**config.mk**
```make
export PLATFORM = sky130hd
export DESIGN_NAME = dcsc_ctrl
export DESIGN_NICKNAME = d
export VERILOG_FILES = /design/src/dcsc_pkg.sv /design/src/dcsc_ctrl.sv /design/src/dcsc_cnt.sv
export VERILOG_INCLUDE_DIRS = /design/src
export SDC_FILE = /design/constraint.sdc
export NUM_CORES = 1
export LEC_CHECK = 0
export BUFFER_PORTS_ARGS = -buffer_cell sky130_fd_sc_hd__buf_2
export CAP_MARGIN = 20
export CORE_MARGIN = 2
export CORE_UTILIZATION = 30
export DETAILED_ROUTE_END_ITERATION = 8
export MAX_ROUTING_LAYER = met4
export SYNTH_ARGS = -nofsm -noshare
export SYNTH_HDL_FRONTEND = slang
export SYNTH_SLANG_ARGS = --single-unit
```
**constraint.sdc**
```tcl
create_clock -name core_clk -period 1.94 [get_ports core_clk]
set_input_delay 0.097 -clock core_clk [delete_from_list [all_inputs] [get_ports core_clk]]
set_output_delay 0.097 -clock core_clk [all_outputs]
set_load 0.02 [all_outputs]
```
**src/dcsc_map.svh**
```systemverilog
`ifndef DCSC_MAP_SVH
`define DCSC_MAP_SVH
// ==========================================
// Timing figures
`define DCSC_T_RTP_PS 7500
`define DCSC_T_WTR_PS 7500
`define DCSC_T_MOD_PS 15000
`define DCSC_T_RRD1K_PS 6000
`define DCSC_T_RRD2K_PS 7500
`define DCSC_T_FAW1K_SLOW_PS 37500
`define DCSC_T_FAW1K_FAST_PS 30000
`define DCSC_T_FAW2K_SLOW_PS 50000
`define DCSC_T_FAW2K_FAST_PS 45000
`define DCSC_T_WR_PS 15000
`define DCSC_CK_FLOOR 4
`define DCSC_MRD_CK 4
`define DCSC_CCD_CK 4
`define DCSC_MOD_FLOOR 12
`define DCSC_MPRR_CK 1
`define DCSC_CLK_PS 100000
`endif

```
**src/dcsc_pkg.sv**
```systemverilog
package dcsc_pkg;
  // ==========================================
  // Command codes
  typedef enum logic [2:0] {
    DCSC_NOP = 3'h0, DCSC_ACT = 3'h1, DCSC_RD = 3'h2, DCSC_WR = 3'h3,
    DCSC_PRE = 3'h4, DCSC_MRS = 3'h5, DCSC_WRA = 3'h6, DCSC_MPX = 3'h7
  } dcsc_cmd_type;
  // Returns cycles for a ps minimum, rounded up, with a floor
  function automatic int dcsc_cyc(input int ps, input int clk_ps, input int floor_ck);
    int c;
    c = (ps + clk_ps - 1) / clk_ps;
    return (c > floor_ck) ? c : floor_ck;
  endfunction
endpackage

```
**src/dcsc_ctrl.sv**
```systemverilog
`timescale 1ns/1ps
`include "dcsc_map.svh"
// Operation
// - A precharge waits max(4 cycles, 7.5 ns) after a read.
// - A read waits max(4 cycles, 7.5 ns) after a write.
// - Two mode register sets are at least 4 cycles apart.
// - Other commands wait max(floor, 15 ns) after a mode register set.
// - Reads and writes are at least 4 cycles apart.
// - One recovery cycle follows leaving multi-purpose register mode.
// - With 1KB pages, activates are max(4 cycles, 6 ns) apart.
// - With 2KB pages, activates are max(4 cycles, 7.5 ns) apart.
// - With 1KB pages, at most four activates in 37.5 ns or 30 ns.
// - With 2KB pages, at most four activates in 50 ns or 45 ns.
// - After write with auto-precharge, bank is busy for write recovery plus precharge.
module dcsc_ctrl #(
  parameter int RL = 6,
  parameter int BL = 8,
  parameter int T_RP_PS = 15000
) (
  input wire logic core_clk,
  input wire logic rst_b,
  input wire logic link_ck,
  input wire logic req_valid,
  input wire dcsc_pkg::dcsc_cmd_type req_cmd,
  input wire logic page_2k,
  input wire logic fast_bin,
  output logic req_ready,
  output logic cmd_valid_r,
  output dcsc_pkg::dcsc_cmd_type cmd_out_r,
  output logic strobe_window_r
);
  // ==========================================
  // Derived cycle counts
  localparam int CP = `DCSC_CLK_PS;
  localparam int C_RTP = dcsc_pkg::dcsc_cyc(`DCSC_T_RTP_PS, CP, `DCSC_CK_FLOOR);
  localparam int C_WTR = dcsc_pkg::dcsc_cyc(`DCSC_T_WTR_PS, CP, `DCSC_CK_FLOOR);
  localparam int C_MOD = dcsc_pkg::dcsc_cyc(`DCSC_T_MOD_PS, CP, `DCSC_MOD_FLOOR);
  localparam int C_RRD1 = dcsc_pkg::dcsc_cyc(`DCSC_T_RRD1K_PS, CP, `DCSC_CK_FLOOR);
  localparam int C_RRD2 = dcsc_pkg::dcsc_cyc(`DCSC_T_RRD2K_PS, CP, `DCSC_CK_FLOOR);
  localparam int C_F1S = dcsc_pkg::dcsc_cyc(`DCSC_T_FAW1K_SLOW_PS, CP, 1);
  localparam int C_F1F = dcsc_pkg::dcsc_cyc(`DCSC_T_FAW1K_FAST_PS, CP, 1);
  localparam int C_F2S = dcsc_pkg::dcsc_cyc(`DCSC_T_FAW2K_SLOW_PS, CP, 1);
  localparam int C_F2F = dcsc_pkg::dcsc_cyc(`DCSC_T_FAW2K_FAST_PS, CP, 1);
  localparam int C_WRA = dcsc_pkg::dcsc_cyc(`DCSC_T_WR_PS, CP, 1)
                       + dcsc_pkg::dcsc_cyc(T_RP_PS, CP, 1);
  localparam int W = 8;
  initial begin
    if (RL < 2 || RL > 60 || (BL != 4 && BL != 8) || C_WRA > 250) begin
      $error("dcsc_ctrl: unsupported parameters");
    end
  end
  // ==========================================
  // Link clock sampling, two stages then edge detect
  logic ck_s1_r, ck_s2_r, ck_s3_r;
  always_ff @(posedge core_clk) begin
    if (!rst_b) begin
      ck_s1_r <= 1'b0;
      ck_s2_r <= 1'b0;
      ck_s3_r <= 1'b0;
    end else begin
      ck_s1_r <= link_ck;
      ck_s2_r <= ck_s1_r;
      ck_s3_r <= ck_s2_r;
    end
  end
  logic tick;
  assign tick = ck_s2_r & ~ck_s3_r;
  // ==========================================
  // Spacing counters, one per constraint, in link cycles
  localparam int N = 8;
  logic [N-1:0] rdy;
  logic [N-1:0] start;
  logic [W-1:0] load [N];
  logic issue;
  dcsc_pkg::dcsc_cmd_type c;
  assign c = req_cmd;
  assign issue = req_valid & req_ready;
  // 0 RTP, 1 WTR, 2 MRD, 3 MOD, 4 CCD, 5 MPRR, 6 RRD, 7 WRA busy
  always_comb begin
    start = '0;
    start[0] = issue && c == dcsc_pkg::DCSC_RD;
    start[1] = issue && (c == dcsc_pkg::DCSC_WR || c == dcsc_pkg::DCSC_WRA);
    start[2] = issue && c == dcsc_pkg::DCSC_MRS;
    start[3] = issue && c == dcsc_pkg::DCSC_MRS;
    start[4] = issue && (c == dcsc_pkg::DCSC_RD || c == dcsc_pkg::DCSC_WR
                         || c == dcsc_pkg::DCSC_WRA);
    start[5] = issue && c == dcsc_pkg::DCSC_MPX;
    start[6] = issue && c == dcsc_pkg::DCSC_ACT;
    start[7] = issue && c == dcsc_pkg::DCSC_WRA;
  end
  assign load[0] = W'(C_RTP);
  assign load[1] = W'(C_WTR);
  assign load[2] = W'(`DCSC_MRD_CK);
  assign load[3] = W'(C_MOD);
  assign load[4] = W'(`DCSC_CCD_CK);
  assign load[5] = W'(`DCSC_MPRR_CK);
  assign load[6] = page_2k ? W'(C_RRD2) : W'(C_RRD1);
  assign load[7] = W'(C_WRA);
  // Counters decrement once per link cycle via start/tick gating
  genvar gi;
  generate
    for (gi = 0; gi < N; gi++) begin : g_cnt
      // Ready again exactly load ticks after the start
      dcsc_cnt #(.W(W)) u_cnt (
        .core_clk(core_clk),
        .rst_b(rst_b),
        .start(start[gi]),
        .step(tick),
        .load(load[gi]),
        .ready(rdy[gi])
      );
    end
  endgenerate
  // ==========================================
  // Four-activate window: age of last four activates
  logic [W-1:0] faw_age_r [4];
  logic [W-1:0] faw_age_nxt [4];
  logic [W-1:0] faw_len;
  always_comb begin
    if (page_2k) begin
      faw_len = fast_bin ? W'(C_F2F) : W'(C_F2S);
    end else begin
      faw_len = fast_bin ? W'(C_F1F) : W'(C_F1S);
    end
    for (int i = 0; i < 4; i++) begin
      faw_age_nxt[i] = faw_age_r[i];
      if (tick && faw_age_r[i] != '0) begin
        faw_age_nxt[i] = faw_age_r[i] - 1'b1;
      end
    end
    if (start[6]) begin
      for (int i = 3; i > 0; i--) begin
        faw_age_nxt[i] = faw_age_nxt[i-1];
      end
      faw_age_nxt[0] = faw_len;
    end
  end
  always_ff @(posedge core_clk) begin
    if (!rst_b) begin
      for (int i = 0; i < 4; i++) begin
        faw_age_r[i] <= '0;
      end
    end else begin
      for (int i = 0; i < 4; i++) begin
        faw_age_r[i] <= faw_age_nxt[i];
      end
    end
  end
  logic faw_ok;
  assign faw_ok = (faw_age_r[3] == '0);
  // ==========================================
  // Admission of a command, one per link tick
  logic ok;
  always_comb begin
    ok = rdy[5];
    unique case (c)
      dcsc_pkg::DCSC_NOP: ok = 1'b1;
      dcsc_pkg::DCSC_MRS: ok = ok & rdy[2] & rdy[7];
      dcsc_pkg::DCSC_PRE: ok = ok & rdy[0] & rdy[3] & rdy[7];
      dcsc_pkg::DCSC_RD: ok = ok & rdy[1] & rdy[3] & rdy[4];
      dcsc_pkg::DCSC_WR, dcsc_pkg::DCSC_WRA: ok = ok & rdy[3] & rdy[4] & rdy[7];
      dcsc_pkg::DCSC_ACT: ok = ok & rdy[3] & rdy[6] & rdy[7] & faw_ok;
      dcsc_pkg::DCSC_MPX: ok = ok & rdy[3];
      default: ok = 1'b0;
    endcase
  end
  assign req_ready = tick & ok;
  // ==========================================
  // Issued command register and strobe window tracking
  logic cmd_valid_nxt;
  dcsc_pkg::dcsc_cmd_type cmd_out_nxt;
  logic [W-1:0] rl_cnt_r, rl_cnt_nxt;
  logic strobe_window_nxt;
  localparam int RD_END = RL + BL / 2;
  always_comb begin
    cmd_valid_nxt = issue;
    cmd_out_nxt = issue ? c : dcsc_pkg::DCSC_NOP;
    rl_cnt_nxt = rl_cnt_r;
    if (issue && c == dcsc_pkg::DCSC_RD) begin
      rl_cnt_nxt = W'(1);
    end else if (tick && rl_cnt_r != '0) begin
      rl_cnt_nxt = (rl_cnt_r >= W'(RD_END)) ? '0 : rl_cnt_r + 1'b1;
    end
    // Strobe expected from RL-1 up to RL+BL/2
    strobe_window_nxt = (rl_cnt_nxt >= W'(RL)) && (rl_cnt_nxt != '0);
  end
  always_ff @(posedge core_clk) begin
    if (!rst_b) begin
      cmd_valid_r <= 1'b0;
      cmd_out_r <= dcsc_pkg::DCSC_NOP;
      rl_cnt_r <= '0;
      strobe_window_r <= 1'b0;
    end else begin
      cmd_valid_r <= cmd_valid_nxt;
      cmd_out_r <= cmd_out_nxt;
      rl_cnt_r <= rl_cnt_nxt;
      strobe_window_r <= strobe_window_nxt;
    end
  end
  // ==========================================
  // Checks
  a_mrd_spacing: assert property (@(posedge core_clk) disable iff (!rst_b)
    (issue && c == dcsc_pkg::DCSC_MRS) |=> !(issue && c == dcsc_pkg::DCSC_MRS) [*8])
    else $error("mode register sets too close");
  a_ccd_spacing: assert property (@(posedge core_clk) disable iff (!rst_b)
    (issue && c == dcsc_pkg::DCSC_RD) |=> !(issue && c == dcsc_pkg::DCSC_RD) [*8])
    else $error("column commands too close");
  a_ready_tick: assert property (@(posedge core_clk) disable iff (!rst_b)
    req_ready |-> tick)
    else $error("command admitted off tick");
  a_faw_block: assert property (@(posedge core_clk) disable iff (!rst_b)
    (faw_age_r[3] != '0) |-> !(issue && c == dcsc_pkg::DCSC_ACT))
    else $error("fifth activate inside window");
  a_rtp_block: assert property (@(posedge core_clk) disable iff (!rst_b)
    !rdy[0] |-> !(issue && c == dcsc_pkg::DCSC_PRE))
    else $error("precharge too soon after read");
  a_wtr_block: assert property (@(posedge core_clk) disable iff (!rst_b)
    !rdy[1] |-> !(issue && c == dcsc_pkg::DCSC_RD))
    else $error("read too soon after write");
  a_mod_block: assert property (@(posedge core_clk) disable iff (!rst_b)
    !rdy[3] |-> !(issue && c == dcsc_pkg::DCSC_ACT))
    else $error("activate too soon after mode set");
  a_rrd_block: assert property (@(posedge core_clk) disable iff (!rst_b)
    !rdy[6] |-> !(issue && c == dcsc_pkg::DCSC_ACT))
    else $error("activates too close");
  a_wra_block: assert property (@(posedge core_clk) disable iff (!rst_b)
    (issue && c == dcsc_pkg::DCSC_WRA) |=> !rdy[7])
    else $error("auto-precharge busy not started");
endmodule // dcsc_ctrl

```
**src/dcsc_cnt.sv**
```systemverilog
`timescale 1ns/1ps
// ==========================================
// Down counter stepped by an enable, ready when zero
module dcsc_cnt #(
  parameter int W = 8
) (
  input wire logic core_clk,
  input wire logic rst_b,
  input wire logic start,
  input wire logic step,
  input wire logic [W-1:0] load,
  output logic ready
);
  logic [W-1:0] cnt_r;
  logic [W-1:0] cnt_nxt;
  // Next count; load less one so ready comes on the load-th step
  always_comb begin
    cnt_nxt = cnt_r;
    if (start) begin
      cnt_nxt = (load != '0) ? load - 1'b1 : '0;
    end else if (step && cnt_r != '0) begin
      cnt_nxt = cnt_r - 1'b1;
    end
  end
  // Register
  always_ff @(posedge core_clk) begin
    if (!rst_b) begin
      cnt_r <= '0;
    end else begin
      cnt_r <= cnt_nxt;
    end
  end
  assign ready = (cnt_r == '0);
endmodule // dcsc_cnt

```
# Word-level counts from Yosys, hierarchy flattened

Memories as Yosys holds them, arrays and structs flattened.
Index checks and enable logic that the tools add are counted.

Add/sub/neg operators: 13
Multiply operators: 0
Div/mod/pow operators: 0
$lt $le $gt $ge: 2
Equal/unequal tests: 7
Shift operators: 0
Multiplexer cells: 29
Bitwise logic cells: 23
Reductions and logical operators: 64

Operators with widths:

| kind                                                                                | count |
|---|---|
| 8-bit nonzero test                                                                  | 14 |
| 8-bit by 1-bit subtractor with 8-bit output, second input constant                  | 12 |
| 8-bit 2-to-1 mux                                                                    | 11 |
| 8-bit logical NOT                                                                   | 9 |
| 32-bit 2-to-1 mux                                                                   | 1 |
| 1-bit logical AND                                                                   | 21 |
| 2-bit 2-to-1 mux                                                                    | 10 |
| 1-bit bitwise AND                                                                   | 17 |
| 2-bit OR reduction                                                                  | 8 |
| 2-bit nonzero test                                                                  | 7 |
| 3-bit == test, second input constant                                                | 4 |
| 8-bit by 1-bit adder with 8-bit output, second input constant                       | 1 |
| 8-bit by 3-bit greater-or-equal comparator with 1-bit output, second input constant | 1 |
| 8-bit by 4-bit greater-or-equal comparator with 1-bit output, second input constant | 1 |
| 4-bit 2-to-1 mux                                                                    | 2 |
| 1-bit one-hot mux with 7 select lines                                               | 1 |
| 3-bit by 2-bit == test with 1-bit output, second input constant                     | 2 |
| 1-bit 2-to-1 mux                                                                    | 4 |
| 1-bit OR                                                                            | 4 |
| 3-bit by 1-bit == test with 1-bit output, second input constant                     | 1 |
| 3-bit logical NOT                                                                   | 1 |
| 1-bit logical OR                                                                    | 3 |
| 1-bit NOT                                                                           | 2 |
| 2-bit AND reduction                                                                 | 1 |

Register bits: 80
Bits in latches: 0
Memory bits (writable): 32
Bits in read-only memories: 0
Bits of input ports: 9
Output and inout bits: 6
Logic and storage cells: 161
Memories kept: 1

Memory list:

| memory    | words | width | rd ports | clocked after memory_dff | wr ports | RTL line         | RTL |
|---|---|---|---|---|---|---|---|
| faw_age_r | 4     | 8     | 4        | 0                        | 4        | dcsc_ctrl.sv:116 | `logic [W-1:0] faw_age_r [4];` |

# Logic depth before layout (Yosys ltp)

Depth after elaboration: 12
Gate-level depth with buffers: 10
Gate-level depth less buffers: 8

# By module

Synthesis repeated with hierarchy kept, for this count alone.

Cells, all modules: 991
Area, all modules: 8310.5 um^2

By module, submodules not included:

| module    | instances | cells an instance | area each (um^2) | seq. area each (um^2) |
|---|---|---|---|---|
| dcsc_cnt  | 8         | 85                | 710.7            | 160.2 |
| dcsc_ctrl | 1         | 311               | 2625.0           | 960.9 |

# Worst setup path after synthesis

No wires, ideal clock.

Path type: register to register
Start: memory faw_age_r[3][0]
End: register rl_cnt_r[3]
Library setup time: 0.135 ns
Arrival: 1.922 ns
Data required time: 1.805 ns
Path slack: -0.117 ns
Cell stages (with the launch flop): 9
Path buffers: 0
Period minus slack after synthesis: 2.057 ns
Path through: dfxtp_1 > inv_1 > ha_1 > nor3b_1 > nand2_1 > o311ai_4 > a21boi_2 > o31ai_4 > nor3_1

RTL lines:

| element              | RTL line         | RTL |
|---|---|---|
| from (decl)          | dcsc_ctrl.sv:116 |  |
| to (signal assigned) | dcsc_ctrl.sv:196 | `rl_cnt_r <= rl_cnt_nxt;` |
| to (decl)            | dcsc_ctrl.sv:172 | `logic [W-1:0] rl_cnt_r, rl_cnt_nxt;` |

# Worst setup path in the final report

Start: register g_cnt[2].u_cnt.cnt_r[4]
End: output port req_ready

Longest elaborated chain between the ends: 5

Ends and longest elaborated chain:

| element                               | RTL line         | RTL |
|---|---|---|
| from (decl)                           | dcsc_cnt.sv:14   | `logic [W-1:0] cnt_r;` |
| from (signal assigned)                | dcsc_cnt.sv:30   | `cnt_r <= cnt_nxt;` |
| 8-bit logical NOT                     | dcsc_cnt.sv:33   | `assign ready = (cnt_r == '0);` |
| 1-bit bitwise AND (2 in a row)        | dcsc_ctrl.sv:158 | `dcsc_pkg::DCSC_MRS: ok = ok & rdy[2] & rdy[7];` |
| 1-bit one-hot mux with 7 select lines | dcsc_ctrl.sv:156 | `unique case (c)` |
| 1-bit bitwise AND                     | dcsc_ctrl.sv:167 | `assign req_ready = tick & ok;` |
| to (decl)                             | dcsc_ctrl.sv:27  | `output logic req_ready,` |

No other way between the ends.

==> summary.txt <==
Routing
  – Drt first pass iters: 4
  – Vias: slightly below 5000
  – Via density: between 4 and 5
  – # DRC: 0
  – Avg WL per Cell: between 10 and 15 um
  – Antenna Nets Post-Route: 0
  – First-iteration detailed-routing DRC count: 197
  – WL final: around 14000 um

Clock tree
  – H-tree depth: 3
  – Clock Latency Late Sink: about 360 ps
  – CTS tree: done
  – Number of buffers created by CTS: 9
  – Clock transition at path regs: approximately 80 ps
  – Clock Sinks: around 110
  – Max Root-Sink Buffers: 2
  – CTS root buf: clkbuf_16

Synth
  – Ys flop type: dfxtp_1
  – Number of synthesized flops with an enable pin: 0
  – Synth Register Bits: 112
  – Asr flop ratio synth: 0%
  – Gate Count Post-Synth: approximately 670
  – Synth warnings: 0
  – Part of the Yosys area used for sequential elements: about 39%
  – Post-Synthesis Cell Area: slightly below 6000 um^2
  – Syn_area_per_cell: approximately 8.6 um^2
  – Yosys cell types: 58
  – Synth top area share: about 39%
  – Post-synth top area cell: dfxtp_1
  – Net Count, Synth: a little over 700
  – Synth area leaders: dfxtp_1 39%, xor2_1 6.1%, ha_1 5.6%

Global routing
  – Grt total ovfl: 0
  – Initial antenna violation count: 0
  – GR Util All Layers: 14.0%
  – Met3 Use GR: around 3.8%
  – First-pass GRT wire length: between 20000 and 25000 um
  – Largest net degree at the start of global routing: 24
  – Met2 Usage GRT: between 20% and 30%
  – Vias in the first global route: about 4800
  – Top Usage Layer GRT: met2
  – Met1 Use GR: between 10% and 20%

Timing
  – Fin. Hold Viols: 0
  – Slew at the pin closest to its max-slew limit: 523 ps
  – Crit path time final: about 2200 ps
  – Final slew viol count: 0
  – RSZ-0062 raised after global routing: yes
  – Final worst slack: -213 ps
  – Max_slew headroom: approximately two thirds
  – Hold WS: roughly 140 ps
  – Final Skew: about 10 ps
  – FMAX: between 400 and 500 MHz
  – Setup TNS: -5860 ps
  – # setup viols final: 70
  – Period utilisation layout: 111%

Placement
  – IO buf count: 12
  – GPL Wtd Cong: 0.842
  – Pre-CTS setup slack: -196 ps
  – Dpl cells: between 1000 and 1500
  – DP HPWL: approximately 9000 um

Floorplanning
  – Floorplan row count: 50
  – Initial Utilization: 30.7%
  – Die ar.: just over 20000 um^2
  – IO Pins: 15
  – Chip Height: 143 um
  – Core Region: between 15000 and 20000 um^2
  – Die width: between 100 and 150 um

Power and ir drop
  – Net Switching: around 1.8 mW
  – Cell-internal power: between 4 and 5 mW
  – VDD IR max: about 0.47 mV
  – Gate power share: approximately a quarter
  – Sw Ratio: 28.5%
  – Clk pwr share: 35.1%
  – Total chip power: roughly 6.2 mW
  – Pleak: approximately 3.3 nW
  – Flop pwr share: between 40% and 50%
  – PD cells: around 760 nW/um^2

Run
  – Max cap viols: 0

Worst setup path
  – Critical Path Sink Type: primary output
  – CP Class: flip-flop to primary output
  – Critical path peak fanout: 4
  – Startpoint types: flip-flop
  – Critical Path AT: 2060 ps
  – Critical Path RT: between 1500 and 2000 ps

Layout
  – Fin nets: between 800 and 900
  – Share of layout cells above drive strength 1: 36.2%
  – Area delta synth->final: 41.2%
  – Fillers: about 1800
  – Non-filler instance count after layout: roughly 1100
  – # diodes: 0

Status
  – Status: finished with violations
  – Violated checks: negative setup slack

Worst hold path
  – Min-delay worst type: input port to flip-flop
## cell type report
cell class	instances	area [um^2]	share of cell area [%]
well taps	260	325	3.98
clock buffers	9	225	2.76
repair buffers	134	1110	13.5
inverters	29	109	1.33
clock inverters	7	126	1.55
flip-flops and latches	112	2250	27.6
multi-input cells	516	4030	49.3
## stage by stage
step	instance area [um^2]	util, %
after detailed placement	6890	36.6
after global routing	8170	43.4
final	8170	43.4
after global placement	6890	36.6
after floorplan	5830	-
after CTS	7630	40.5
## registers in the layout, indices dropped and copies added, names as in the netlist
name	cells
cmd_valid_r	1
g_cnt.u_cnt.cnt_r	64
faw_age_r	32
ck_s3_r	1
ck_s1_r	1
rl_cnt_r	8
ck_s2_r	1
strobe_window_r	1
cmd_out_r	3
## cells by family (layout without fill, tap and decap cells)
logic type / count (synthesis) / count (layout) / share of synthesized area (%)
flops: 112 / 112 / 38.7
xor+xnor: 76 / 76 / 11.5
buf+inv: 48 / 179 / 3.70
simple gates: 317 / 321 / 28.6
mux: 2 / 2 / 0.389
compound gates: 91 / 91 / 11.4
fa+ha+maj: 26 / 26 / 5.62
## layout by cell type (no fill, tap or decap), drive strengths merged, types with 18 or more instances in the layout
cell type and count:
buf 133, dfxtp 112, nand2 79, nor2 78
xor2 40, xnor2 36, inv 31, ha 26
a21oi 25, nand3 22, and2 22, nor3 19
nor4 18
## critical path, cell delays in order, from the launching register on
cell and delay (ps):
dfxtp_1 350, nor4_1 300, buf_4 190, nand4bb_1 150
o32ai_4 310, a21oi_4 70, a21oi_2 180, buf_6 140
## synthesized netlist by cell type (3+ instances only)
master,number
dfxtp_1,112
nor2_1,78
nand2_1,77
xor2_1,40
xnor2_1,36
inv_1,29
ha_1,26
a21oi_1,24
nand3_1,22
nor3_1,19
and2_1,17
nor4_1,16
o21ai_0,16
and3_1,15
nor3b_1,13
a21boi_0,12
clkbuf_1,10
nand3b_1,10
o21a_1,10
or3_1,10
nor2b_1,7
a31oi_1,5
buf_2,5
nor4b_1,5
o211a_1,5
nand4b_1,3
nor4b_2,3
o211ai_1,3
or2_2,3
## power by group through the flow
stage / Clock [mW] / Sequential [mW] / Combinational [mW]
5_1_grt: 2.35 / 2.53 / 1.66
3_3_place_gp: 0 / 2.55 / 1.10
3_5_place_dp: 0 / 2.55 / 1.11
6_report: 2.18 / 2.51 / 1.52
2_1_floorplan: 0 / 2.55 / 0.703
4_1_cts: 2.25 / 2.51 / 1.31
## timing repair
item | 4_1_cts | 5_1_grt
setup endpoints to repair | 84 | 90
hold buffers | 1 | 0
pin swaps | 16 | 61
hold endpoints to repair | 1 | 0
resized for setup | 64 | 130
buffers inserted | 13 | 10
gates cloned | 5 | 2
## metal layers
| layer | wire length [um] | vias to the layer above |
|---|---|---|
| li1 | - | 2559 |
| met1 | 6340 | 2360 |
| met2 | 6810 | 40 |
| met3 | 406 | 14 |
| met4 | 162 | 0 |
| met5 | 0 | - |
## final timing paths
path                                                           start                          to  slack (ps)  cells after the start
worst max-delay path            g_cnt[2].u_cnt.cnt_r[4]$_SDFFE_PP0P_                   req_ready        -210                      7
worst min-delay path                                      req_cmd[2]     cmd_out_r[2]$_SDFF_PN0_         140                      3
worst max register to register  g_cnt[4].u_cnt.cnt_r[0]$_SDFFE_PN0P_  faw_age_r[1][2]$_SDFF_PN0_        -160                     11
worst min register to register                    ck_s1_r$_SDFF_PN0_          ck_s2_r$_SDFF_PN0_         440                      1
Power figures use the tool's default switching activity.
